==> src/verilog/ttcr_pkg.sv <==
// Operation
// - 16-bit count from low and high bytes
// - counter_select picks osc/12 or count edges
// - run_bit gates all counting
// - capture_reload_select picks capture or reload
// - capture mode overflow sets overflow_flag
// - trigger edge copies count into capture bytes
// - capture trigger sets external_flag, may interrupt
// - reload mode rollover sets flag, reloads count
// - reload mode trigger edge forces reload, flag
// - clock-select bits force baud-rate auto-reload
// - no overflow_flag in baud mode; software clears
// - external_flag interrupts until software clears
// - receive clock select routes rx baud tick
// - transmit clock select routes tx baud tick
// - trigger edges need enable, not baud mode
// - control bit positions 7 down to 0
package ttcr_pkg;

  // ----------------------------------------------------------------
  // register addresses on the special function port
  // ----------------------------------------------------------------
  localparam logic [7:0] TTCR_ADDR_CONTROL = 8'h00;
  localparam logic [7:0] TTCR_ADDR_CNT_LO = 8'h01;
  localparam logic [7:0] TTCR_ADDR_CNT_HI = 8'h02;
  localparam logic [7:0] TTCR_ADDR_CAP_LO = 8'h03;
  localparam logic [7:0] TTCR_ADDR_CAP_HI = 8'h04;

  // ----------------------------------------------------------------
  // timer_three_control fields
  // ----------------------------------------------------------------
  localparam int TTCR_BIT_OVF = 7;
  localparam int TTCR_BIT_EXF = 6;
  localparam int TTCR_BIT_RCLK = 5;
  localparam int TTCR_BIT_TRANSMIT_CLOCK_SELECT = 4;
  localparam int TTCR_BIT_EXEN = 3;
  localparam int TTCR_BIT_RUN = 2;
  localparam int TTCR_BIT_CSEL = 1;
  localparam int TTCR_BIT_CPRL = 0;

  // ----------------------------------------------------------------
  // reset values and counts
  // ----------------------------------------------------------------
  localparam logic [7:0] TTCR_CONTROL_RST = 8'h00;
  localparam logic [15:0] TTCR_COUNT_RST = 16'h0000;
  localparam logic [15:0] TTCR_CAP_RST = 16'h0000;
  localparam logic [15:0] TTCR_COUNT_MAX = 16'hFFFF;
  localparam int TTCR_OSC_DIV = 12;
  localparam logic [3:0] TTCR_PRESC_LAST = 4'(TTCR_OSC_DIV - 1);
  localparam logic [3:0] TTCR_PRESC_RST = 4'h0;

  // ----------------------------------------------------------------
  // operating modes
  // ----------------------------------------------------------------
  typedef enum logic [3:0] {
    TTCR_MODE_OFF = 4'b0001,
    TTCR_MODE_RELOAD = 4'b0010,
    TTCR_MODE_CAPTURE = 4'b0100,
    TTCR_MODE_BAUD = 4'b1000
  } ttcr_mode_e;

  function automatic ttcr_mode_e ttcr_mode_of(input logic [7:0] ctrl);
    if (!ctrl[TTCR_BIT_RUN]) begin
      return TTCR_MODE_OFF;
    end else if (ctrl[TTCR_BIT_RCLK] || ctrl[TTCR_BIT_TRANSMIT_CLOCK_SELECT]) begin
      return TTCR_MODE_BAUD;
    end else if (ctrl[TTCR_BIT_CPRL]) begin
      return TTCR_MODE_CAPTURE;
    end else begin
      return TTCR_MODE_RELOAD;
    end
  endfunction : ttcr_mode_of

endpackage : ttcr_pkg

==> src/verilog/ttcr_timer.sv <==
module ttcr_timer import ttcr_pkg::*; (
  // clock and reset
  input wire logic clk_sys,
  input wire logic rst,

  // special function register port
  input wire logic [7:0] sfr_addr,
  input wire logic sfr_wr,
  input wire logic [7:0] sfr_wdata,
  input wire logic sfr_rd,
  output logic [7:0] sfr_rdata,

  // external inputs
  input wire logic count_input,
  input wire logic trigger_input,

  // serial port clocking
  input wire logic timer1_ovf,
  output logic ovf_pulse,
  output logic rx_baud_tick,
  output logic tx_baud_tick,

  // interrupt request to the cpu
  output logic timer_irq
);

  // ----------------------------------------------------------------
  // state
  // ----------------------------------------------------------------
  typedef struct packed {
    logic [3:0] presc;
    logic [15:0] count;
    logic [15:0] cap;
    logic [7:0] ctrl;
    logic [7:0] rdata;
    logic ovf;
  } ttcr_state_s;

  ttcr_state_s st_q;
  ttcr_state_s st_d;

  logic [1:0] fall;
  logic cnt_fall;
  logic trig_fall;

  ttcr_mode_e mode;
  logic tick;
  logic advance;
  logic rollover;
  logic trig;
  logic [15:0] count_inc;

  // ----------------------------------------------------------------
  // falling-edge detection of the external inputs
  // ----------------------------------------------------------------
  ttcr_edge #(
    .N(2)
  ) u_edge (
    .clk_sys(clk_sys),
    .rst(rst),
    .level_in({trigger_input, count_input}),
    .fall_pulse(fall)
  );

  assign cnt_fall = fall[0];
  assign trig_fall = fall[1];

  // ----------------------------------------------------------------
  // registers
  // ----------------------------------------------------------------
  always_ff @(posedge clk_sys or posedge rst) begin
    if (rst) begin
      st_q.presc <= TTCR_PRESC_RST;
      st_q.count <= TTCR_COUNT_RST;
      st_q.cap <= TTCR_CAP_RST;
      st_q.ctrl <= TTCR_CONTROL_RST;
      st_q.rdata <= 8'h00;
      st_q.ovf <= 1'b0;
    end else begin
      st_q <= st_d;
    end
  end

  // ----------------------------------------------------------------
  // count source and mode decode
  // ----------------------------------------------------------------
  always_comb begin
    mode = ttcr_mode_of(st_q.ctrl);
    // prescaler runs free so the osc/12 phase is not tied to run_bit
    if (st_q.ctrl[TTCR_BIT_CSEL]) begin
      tick = cnt_fall;
    end else begin
      tick = (st_q.presc == TTCR_PRESC_LAST);
    end
    advance = (mode != TTCR_MODE_OFF) && tick;
    rollover = advance && (st_q.count == TTCR_COUNT_MAX);
    // trigger edges are dropped while off or clocking the serial port
    trig = trig_fall && st_q.ctrl[TTCR_BIT_EXEN] &&
           ((mode == TTCR_MODE_RELOAD) ||
            (mode == TTCR_MODE_CAPTURE));
    count_inc = st_q.count + 16'h0001;
  end

  // ----------------------------------------------------------------
  // next state
  // ----------------------------------------------------------------
  always_comb begin
    st_d = st_q;
    st_d.ovf = 1'b0;

    if (st_q.presc == TTCR_PRESC_LAST) begin
      st_d.presc = TTCR_PRESC_RST;
    end else begin
      st_d.presc = st_q.presc + 4'h1;
    end

    // software writes first; hardware events below take precedence
    if (sfr_wr) begin
      if (sfr_addr == TTCR_ADDR_CONTROL) begin
        st_d.ctrl = sfr_wdata;
      end else if (sfr_addr == TTCR_ADDR_CAP_LO) begin
        st_d.cap[7:0] = sfr_wdata;
      end else if (sfr_addr == TTCR_ADDR_CAP_HI) begin
        st_d.cap[15:8] = sfr_wdata;
      end
    end

    case (mode)
      TTCR_MODE_CAPTURE: begin
        if (advance) begin
          st_d.count = count_inc;
        end
        if (rollover) begin
          st_d.ctrl[TTCR_BIT_OVF] = 1'b1;
          st_d.ovf = 1'b1;
        end
        if (trig) begin
          st_d.cap = st_q.count;
          st_d.ctrl[TTCR_BIT_EXF] = 1'b1;
        end
      end
      TTCR_MODE_RELOAD: begin
        if (rollover || trig) begin
          st_d.count = st_q.cap;
        end else if (advance) begin
          st_d.count = count_inc;
        end
        if (rollover) begin
          st_d.ctrl[TTCR_BIT_OVF] = 1'b1;
          st_d.ovf = 1'b1;
        end
        if (trig) begin
          st_d.ctrl[TTCR_BIT_EXF] = 1'b1;
        end
      end
      TTCR_MODE_BAUD: begin
        // overflow_flag is left alone here, only the pulse goes out
        if (rollover) begin
          st_d.count = st_q.cap;
          st_d.ovf = 1'b1;
        end else if (advance) begin
          st_d.count = count_inc;
        end
      end
      default: begin
        st_d.count = st_q.count;
      end
    endcase

    // a count byte write wins over the hardware update of that byte
    if (sfr_wr) begin
      if (sfr_addr == TTCR_ADDR_CNT_LO) begin
        st_d.count[7:0] = sfr_wdata;
      end else if (sfr_addr == TTCR_ADDR_CNT_HI) begin
        st_d.count[15:8] = sfr_wdata;
      end
    end

    // register reads are answered one cycle after the strobe
    if (sfr_rd) begin
      if (sfr_addr == TTCR_ADDR_CONTROL) begin
        st_d.rdata = st_q.ctrl;
      end else if (sfr_addr == TTCR_ADDR_CNT_LO) begin
        st_d.rdata = st_q.count[7:0];
      end else if (sfr_addr == TTCR_ADDR_CNT_HI) begin
        st_d.rdata = st_q.count[15:8];
      end else if (sfr_addr == TTCR_ADDR_CAP_LO) begin
        st_d.rdata = st_q.cap[7:0];
      end else if (sfr_addr == TTCR_ADDR_CAP_HI) begin
        st_d.rdata = st_q.cap[15:8];
      end else begin
        st_d.rdata = 8'h00;
      end
    end
  end

  // ----------------------------------------------------------------
  // outputs
  // ----------------------------------------------------------------
  assign sfr_rdata = st_q.rdata;
  assign ovf_pulse = st_q.ovf;

  // flags only fall by software writes, so the request holds until then
  assign timer_irq = st_q.ctrl[TTCR_BIT_OVF] ||
                     st_q.ctrl[TTCR_BIT_EXF];

  // the serial port uses these ticks only in its modes 1 and 3
  assign rx_baud_tick = st_q.ctrl[TTCR_BIT_RCLK] ? st_q.ovf :
                        timer1_ovf;
  assign tx_baud_tick = st_q.ctrl[TTCR_BIT_TRANSMIT_CLOCK_SELECT] ? st_q.ovf :
                        timer1_ovf;

endmodule : ttcr_timer

==> src/verilog/ttcr_edge.sv <==
module ttcr_edge import ttcr_pkg::*; #(
  parameter int N = 2
) (
  // clock and reset
  input wire logic clk_sys,
  input wire logic rst,
  // sampled inputs and their falling-edge events
  input wire logic [N-1:0] level_in,
  output logic [N-1:0] fall_pulse
);

  typedef struct packed {
    logic [N-1:0] prev;
    logic [N-1:0] fall;
  } ttcr_edge_s;

  ttcr_edge_s st_q;
  ttcr_edge_s st_d;

  // previous sample starts high so a low level at reset counts as an edge
  always_ff @(posedge clk_sys or posedge rst) begin
    if (rst) begin
      st_q <= '{prev: '1, fall: '0};
    end else begin
      st_q <= st_d;
    end
  end

  always_comb begin
    st_d = st_q;
    st_d.prev = level_in;
    st_d.fall = '0;
    for (int i = 0; i < N; i++) begin
      st_d.fall[i] = st_q.prev[i] && !level_in[i];
    end
  end

  assign fall_pulse = st_q.fall;

endmodule : ttcr_edge

==> config.mk <==
export PLATFORM = sky130hd
export DESIGN_NAME = ttcr_timer
export DESIGN_NICKNAME = d
export VERILOG_FILES = /design/src/verilog/ttcr_pkg.sv /design/src/verilog/ttcr_timer.sv /design/src/verilog/ttcr_edge.sv
export SDC_FILE = /design/constraint.sdc
export NUM_CORES = 1
export LEC_CHECK = 0
export ABC_AREA = 1
export BUFFER_PORTS_ARGS = -buffer_cell sky130_fd_sc_hd__buf_2
export CORE_ASPECT_RATIO = 0.75
export CORE_MARGIN = 2
export CORE_UTILIZATION = 35
export CTS_BUF_LIST = sky130_fd_sc_hd__clkbuf_16
export CTS_CLUSTER_SIZE = 25
export DETAILED_ROUTE_END_ITERATION = 12
export SYNTH_ARGS = -nofsm -noshare
export SYNTH_HDL_FRONTEND = slang
export SYNTH_SLANG_ARGS = --single-unit
==> constraint.sdc <==
create_clock -name clk_sys -period 2.4 [get_ports clk_sys]
set_input_delay 0.48 -clock clk_sys [delete_from_list [all_inputs] [get_ports clk_sys]]
set_output_delay 0.48 -clock clk_sys [all_outputs]
set_load 0.05 [all_outputs]
==> results of run 1 <==
-- synthesized netlist by cell type (5+ instances only) --
master	n
a31oi_1	5
buf_2	5
inv_1	69
buf_4	11
a21oi_1	42
dfrtp_1	55
nand2_2	6
xor2_1	6
o21ai_0	27
nand2_1	150
o21ai_1	9
inv_2	6
nor2_1	40
nand3_1	59
-- area by class of cell --
| cell class | instances | area (um^2) |
|---|---|---|
| clock buffer | 9 | 225 |
| timing repair buffer | 42 | 243 |
| fill | 1101 | 6040 |
| sequential | 57 | 1430 |
| clock inverter | 7 | 85.1 |
| inverter | 75 | 282 |
| multi-input combinational | 379 | 1860 |
| tap | 136 | 170 |
-- path summary, 6_finish.rpt --
kind	to	cells after the start	from	slack [ns]
min in group clk_sys	u_edge.st_q[2]	1	count_input	0.25
max in group asynchronous	u_edge.st_q[2]	3	rst	1.57
max reg2reg	st_q[36]	12	st_q[34]	0.42
min	sfr_rdata[1]	2	rst	0.21
max	st_q[36]	12	st_q[34]	0.42
min reg2reg	u_edge.fall_pulse[1]	2	u_edge.st_q[3]	0.46
-- registers in the layout, summed over array words and instances (netlist names) --
signal             flops
ovf_pulse              1
sfr_rdata              8
st_q                  44
u_edge.fall_pulse      2
u_edge.st_q            2
-- metrics by stage --
| stage | utilization [%] | hold WS [ns] |
|---|---|---|
| finish | 41.6 | 0.208 |
| global route | 41.6 | 0.234 |
| CTS | 41.6 | 0.213 |
| detailed placement | 38.6 | 0.450 |
| global placement | 38.6 | 0.442 |
| floorplan | - | 0.428 |
-- layer usage --
metal  vias to the layer above  share of wire, %  GRT usage, %
met5                         -                 0             0
met1                      1685                47          29.1
li1                       1777                 -             -
met4                         0               2.1          7.01
met3                        20                10          6.10
met2                       168                41          28.6
-- where the power goes --
part | internal (mW) | switching [mW]
Clock | 0.896 | 0.458
Combinational | 0.327 | 0.543
Sequential | 1.13 | 0.298
Total | 2.36 | 1.30
-- layout by cell type (no fill, tap or decap), types with 3 or more instances in the layout --
cell       instances
nand4_1            4
a31oi_1            5
nand2_1          150
o2111ai_1          3
nor3_1             3
o21ai_0           27
nor2_2             4
buf_2             34
a21oi_1           42
clkbuf_16          9
nor2_1            40
dfrtp_1           55
inv_2              7
buf_4              7
o21ai_1            9
inv_1             68
nand2_2            6
xor2_1             6
nand3_1           59
-- critical path: stages, from the launching register on --
cell and delay [ns]:
dfrtp_1 0.49, ha_1 0.22, inv_1 0.06, nor2_1 0.12, nand2_2 0.12, nor2_1 0.12, nand2_1 0.10, nand3_2 0.10
nand3_4 0.22, nand2_1 0.15, nand3_1 0.08, nand2_1 0.06, inv_1 0.04
-- kinds of logic after synthesis --
group                      after synthesis  share of synthesized area, %
and+or+nand+nor                        280                          34.3
buffers and inverters                   98                          11.8
AOI/OAI and AO/OA                       90                          13.3
DFF                                     57                          38.3
xor gates and xnor gates                 7                          1.64
adders and majority gates                2                         0.671
==> metrics.txt, run 1 <==
Crit Path Max Fanout=16; post-layout min period=around 2.0 ns; Routability Congestion=~0.92; DP Cell Count=689; clock skew=about 0.0049 ns; number of synthesized flops with an enable pin=0; layout cells sized above 1=approximately 16%; Seq/Total Area, Yosys=approximately two fifths; Peak Freq=around 500 MHz; GRT Total Usage=around a fifth; Nets=around 590; die area=~12000 um^2; Most used DFF post-synth=dfrtp_1; root buffer cell=clkbuf_16; syn_nets=around 560; Final period util=~83%; CP Capture Type=flip-flop; Die Wd=123 um; vias per std cell=5.18; Post-Place Cell Area=~4000 um^2; post-CTS sizing=0; vias in the first global route=3317; DR DRC count=0; Synth Register Bits=between 50 and 60; Initial Util=between 30% and 40%; CTS tree=built; YS warnings=0; minimum setup slack after placement=0.389 ns; Mapped Area=3730 um^2; final cell count without fillers=slightly above 700; worst-margin pin slew=roughly 0.72 ns; Num CTS Buffers=9; Initial DRC Count=391; ranking of synthesized cells by area=dfrtp_1 (37%), nand2_1 (15%), nand3_1 (7.9%), inv_1 (6.9%), a21oi_1 (5.6%); largest net degree at the start of global routing=26; core area=10300 um^2; biggest area consumer among synthesized cells=dfrtp_1; max_cap viols=0; P&R area growth vs syn=15.2%; Total Routed Length=11000 um; Die Y=roughly 93 um; Static Leak=roughly 2.2 nW; final slew viol count=0; Syn Area/Cell=~7.0 um^2; Worst EP required=around 2.6 ns; antenna violations before repair=0; WP data arrival=approximately 2.2 ns; Yosys top cell area share=a little under two fifths; Cell variety after synth=37; CTS Hold Bufs=0; PortBufs=34; drt first pass iters=5; power per standard cell area=~850 nW/um^2; post-DP HPWL=8010 um; total I/O pin count=35; Final WS setup=about 0.42 ns; Rel. slew slack=51.6%; RSZ-0062 raised after global routing=false; vias post-DR=3650; Clock transition at path regs=0.05 ns; type of the most critical hold path=in -> async; CTS max path bufs=2; Setup-failing EPs final=0; Skew-Pair Late Insertion Delay=~0.33 ns; routed length per instance=between 15 and 20 um; status=finished clean; asr flop ratio synth=100%; Rows=32; Pwr Total=between 3 and 4 mW; H-tree Lvls=3; Antenna Nets Post-Route=0; Syn Inst Count=approximately 530; setup TNS=0 ns; Hold Vio Cnt, Final=0; Sinks on Clock Net=57; CP Class=reg -> reg; Worst setup SP type=flip-flop; grt ovf=0; cell area after layout=about 4300 um^2; Peak VDD IR=~0.43 mV; diodes inserted=0; setup repair bufs after CTS=0; first-pass GRT wire length=around 17000 um
Power figures use the tool's default switching activity.
==> inputs of run 2 (changes only) <==
Settings changed: ABC_AREA 1 to 0.
Clock period 2.4 ns to 1.84 ns, I/O delays scaled along.
==> run 2 against run 1 <==
  * The flow now finishes with violations (setup timing)
  * Combinational power down 30%
  * Wire length shrank 5.4%
  * Synthesized cell count is 25% lower
==> metrics.txt, run 2 <==
Die Wd=~120 um; Pwr Total=about 3.5 mW; Total Routed Length=10400 um; GRT Total Usage=20.1%; final slew viol count=0; reg2reg path depth=7; worst reg2reg setup slack=-0.05 ns; first-pass GRT wire length=~17000 um; Die Y=91.3 um; power per standard cell area=740 nW/um^2; Syn Area/Cell=between 8 and 9 um^2; reg2reg end=st_q[47]; Cell variety after synth=49; reg2reg start=st_q[49]; Synth Register Bits=between 50 and 60; Crit. Startpoint=sfr_addr[5]; layout cells sized above 1=approximately a third; Crit Path Max Fanout=6; WP data arrival=2.16 ns; uppermost routed layer=met4; Yosys top cell area share=around two fifths; Finished Core Util=between 40% and 50%; Biggest register=st_q; post-DP HPWL=7480 um; Initial DRC Count=about 290; CTS tree=built; Rows=31; clock skew=approximately 0.0081 ns; Hold Vio Cnt, Final=0; P&R area growth vs syn=31.8%; status=finished, violations left; asr flop ratio synth=100%; Seq/Total Area, Yosys=between 40% and 50%; diodes inserted=0; DR DRC count=0; Syn Inst Count=399; Post-Place Cell Area=between 4000 and 5000 um^2; wire length on met2=4510 um; die area=between 10000 and 15000 um^2; Setup-failing EPs final=13; Antenna Nets Post-Route=0; number of synthesized flops with an enable pin=0; ranking of synthesized cells by area=dfrtp_1 (39%), mux2i_1 (9.3%), nor2_1 (4.4%), o21ai_0 (3.2%), o221ai_1 (3.0%); Initial Util=a little over a third; type of the most critical hold path=in -> async; Clock transition at path regs=about 0.05 ns; Routability Congestion=roughly 0.90; Final period util=106%; syn_nets=~420; worst-margin pin slew=between 0.4 and 0.5 ns; CP Capture Type=flip-flop; Skew-Pair Late Insertion Delay=0.33 ns; count leader, synth=dfrtp_1; max_cap viols=0; root buffer cell=clkbuf_16; Most used DFF post-synth=dfrtp_1; Mapped Area=roughly 3600 um^2; biggest area consumer among synthesized cells=dfrtp_1; Final WS setup=-0.110 ns; RSZ-0062 raised after global routing=true; PortBufs=34; Num CTS Buffers=9; cell area after layout=approximately 4700 um^2; most common cell after layout, fill and taps aside=dfrtp_1; total I/O pin count=35; post-layout min period=around 2.0 ns; vias post-DR=about 3200; # fillers=922; vias per std cell=roughly 5.4; Static Leak=between 2 and 2.5 nW; wire length on met1=between 5000 and 6000 um; routed wl met3=633 um; commonest cells in the netlist=dfrtp_1 (55), nor2_1 (42), mux2i_1 (33); vias in the first global route=roughly 3100; antenna violations before repair=0; max FFs per register=44; failing checks=setup timing; Nets=slightly below 500; CTS max path bufs=2; routed length per instance=around 18 um; last element of the critical path=st_q[10]; largest net degree at the start of global routing=58; Worst setup SP type=input pin; core area=9770 um^2; commonest cells after routing, fill and taps aside=dfrtp_1 (52), buf_4 (43), nor2_1 (40), mux2i_1 (33), buf_2 (32); Peak VDD IR=between 0.4 and 0.5 mV; Worst EP required=approximately 2.1 ns; CTS Hold Bufs=0; Rel. slew slack=approximately 67%; Peak Freq=513 MHz; drt first pass iters=5; H-tree Lvls=3; YS warnings=0; CP Class=in -> reg; Sinks on Clock Net=57; grt ovf=0
## run 2: cell types whose count changed in the layout (fill, tap and decap cells not counted), sizes merged, moves of 13 or more
cell,previous run,this run
nand2,158,22
nand3,62,13
inv,75,29
buf,42,87
mux2i,0,33
a21oi,44,20
o21ai,36,23
## run 2: what timing repair did
action,CTS,global route
gates resized for setup,21,38
buffers inserted,0,4
endpoints found under the setup margin,35,48
pin swaps,6,14
gates cloned,1,0
## run 2: final cells by class
class	instances	area (um^2)	area share, %
Multi-Input combinational cell	277	2100	44.7
Sequential cell	57	1430	30.6
Timing Repair Buffer	87	636	13.6
Clock buffer	9	225	4.81
Tap cell	132	165	3.52
Inverter	27	101	2.16
Clock inverter	7	30.0	0.641
## run 2: cell families (layout without fill, tap and decap cells)
group	after synthesis	in the layout	share of synthesized area, %
adder cells (fa/ha/maj)	2	2	0.703
AND/OR/NAND/NOR	120	121	17.0
buffers and inverters	66	130	8.23
XOR/XNOR	16	16	3.94
multiplexers	40	40	11.7
AO/OA/AOI/OAI	98	98	18.3
flip-flops	57	57	40.2
## run 2: worst min path at each step
stage,start,end,slack [ns],depth (start not counted)
5_1_grt,rst,st_q[33],0.11,3
4_1_cts,rst,st_q[37],0.11,3
3_3_place_gp,rst,st_q[17],0.45,3
2_1_floorplan,count_input,u_edge.st_q[2],0.37,0
6_report,rst,st_q[27],0.08,3
3_5_place_dp,rst,st_q[33],0.46,3
## run 2: through the flow
step	hold WS (ns)	setup TNS (ns)	worst slack [ns]	instances
2_1_floorplan	0.372	-9.38	-0.330	399
6_report	0.0796	-0.738	-0.110	596
4_1_cts	0.107	-1.93	-0.152	592
5_1_grt	0.109	-1.89	-0.136	596
3_5_place_dp	0.458	-17.21	-0.521	575
3_3_place_gp	0.455	-16.55	-0.475	575
## run 2: layer usage
layer  GRT usage [%]  vias up
li1                -     1541
met1            29.9     1540
met2            29.1      129
met3            4.46       11
met4            5.91        0
met5               0        -
## run 2: where the power goes
group          switching [mW]  internal, mW
clock                   0.555         0.880
combinational           0.344         0.265
sequential             0.0814          1.34
total                   0.980          2.49
## run 2: critical path: stages
cell,delay [ns]
buf_6,0.09
or4_4,0.53
or2_4,0.29
or4b_4,0.56
mux2_4,0.32
==> inputs of run 3 (changes only) <==
Settings changed: CTS_BUF_LIST sky130_fd_sc_hd__clkbuf_16 to default.
==> run 3 against run 2 <==
  * The flow still finishes with violations (setup timing)
  * Fmax is 0.22% higher
  * Setup slack better by 0.0043 ns
  * Count of clock-buffer cells in the layout rose by 4
  * Clock power is 8% higher
  * Worst hold slack lost 0.00081 ns
  * Die area stayed put
  * Final cell count rose by 0.17%
  * Wire length up 0.21%
  * Via count down 0.28%
  * Global-route usage unchanged
  * Clock skew is 0.00085 ns lower
  * Combinational power about the same
  * Critical path type unchanged
  * Critical endpoint unchanged
==> metrics.txt, run 3 (synthesized netlist as in run 2, its figures left out) <==
most common cell after layout, fill and taps aside=dfrtp_1; DR DRC count=0; Clock transition at path regs=roughly 0.050 ns; clock skew=between 0.007 and 0.008 ns; met2 usage=about 30%; vias per std cell=5.38; power per standard cell area=between 700 and 800 nW/um^2; CTS Hold Bufs=0; final slew viol count=0; drt first pass iters=5; busiest grt layer=met1; commonest cells after routing, fill and taps aside=dfrtp_1 (52), buf_4 (45), nor2_1 (40), mux2i_1 (33), buf_2 (32); P&R area growth vs syn=32.4%; antenna violations before repair=0; Rows=31; Routability Congestion=0.901; diodes inserted=0; GR Util met3=between 4 and 5%; Pwr Total=between 3 and 4 mW; Peak Freq=514 MHz; CP Capture Type=flip-flop; Hold WS=around 0.08 ns; worst reg2reg setup slack=-0.05 ns; vias in the first global route=~3100; status=finished, violations left; max_cap viols=0; core area=between 9000 and 10000 um^2; setup TNS=-0.734 ns; post-layout min period=between 1.5 and 2 ns; WP data arrival=around 2.2 ns; met1 usage=between 20 and 30%; Die Y=about 90 um; layout cells sized above 1=34.8%; die area=about 11000 um^2; Peak VDD IR=between 0.4 and 0.5 mV; GRT Total Usage=roughly a fifth; vias post-DR=between 3000 and 4000; type of the most critical hold path=in -> async; H-tree Lvls=3; Static Leak=roughly 2.1 nW; Skew-Pair Late Insertion Delay=0.33 ns; worst-margin pin slew=a little under 0.5 ns; Num CTS Buffers=9; routed length per instance=17.5 um; first-pass GRT wire length=between 15000 and 20000 um; Worst EP required=2.06 ns; Initial DRC Count=290; Rel. slew slack=between 60% and 70%; failing checks=setup timing; minimum setup slack after placement=-0.521 ns; Worst setup SP type=input pin; Crit Path Max Fanout=6; CTS tree=built; RSZ-0062 raised after global routing=true; Die Wd=about 120 um; CTS max path bufs=2; Hold Vio Cnt, Final=0; Setup-failing EPs final=11; total I/O pin count=35; CP Class=in -> reg; post-DP HPWL=7480 um; grt ovf=0; Final WS setup=-0.106 ns; Nets=roughly 490; Biggest register=st_q; Total Routed Length=between 10000 and 15000 um; PortBufs=34; root buffer cell=clkbuf_16; Initial Util=between 30% and 40%; Sinks on Clock Net=57; max FFs per register=44; Final period util=106%; largest net degree at the start of global routing=58; Antenna Nets Post-Route=0
-- run 3: cell types whose count changed in the layout (fill, tap and decap cells not counted) --
cell,change
buf_4,+2
buf_6,-1
clkbuf_1,+2
clkinv_1,-2
clkbuf_8,+2
inv_1,-2
-- run 3: repair_timing --
item | CTS | global route
resized for setup | 21 | 37
setup endpoints to repair | 35 | 48
buffers inserted | 0 | 5
cloned | 1 | 0
pin swaps | 6 | 14
-- run 3: metal layers --
metal,up-vias,wire [um]
met5,-,0
met4,0,110
met3,11,557
met2,86,4570
met1,1574,5220
li1,1541,-
-- run 3: path summary, 6_finish.rpt --
check / cells after the start / startpoint / to
max in group asynchronous: 3 / rst / u_edge.st_q[3]
min in group clk_sys: 1 / count_input / u_edge.st_q[2]
setup / recovery: 5 / sfr_addr[5] / st_q[10]
hold / removal: 3 / rst / st_q[33]
setup reg to reg: 7 / st_q[49] / st_q[47]
hold reg to reg: 1 / u_edge.st_q[3] / u_edge.fall_pulse[1]
-- run 3: cell type report --
class,count,area (um^2)
clock inverter,3,15.0
timing repair buffer,88,639
fill,921,5060
sequential,57,1430
multi-input combinational,277,2100
clock buffer,13,260
tap,132,165
inverter,27,101
-- run 3: stage by stage --
stage / utilization [%] / instances / cell area, um^2
after floorplan: - / 399 / 3660
after global placement: 42.4 / 575 / 4140
after detailed placement: 42.4 / 575 / 4140
after CTS: 46.0 / 592 / 4500
after global routing: 48.2 / 597 / 4710
final: 48.2 / 597 / 4710
-- run 3: critical path, stage by stage --
cell    delay [ns]
buf_6         0.09
or4_4         0.53
or2_4         0.29
or4b_4        0.56
mux2_4        0.32
-- run 3: report_power, final --
group	internal [mW]	switching (mW)	total, mW	leakage [nW]
combinational	0.264	0.345	0.609	1.28
sequential	1.34	0.0807	1.42	0.665
clock	0.975	0.562	1.54	0.139
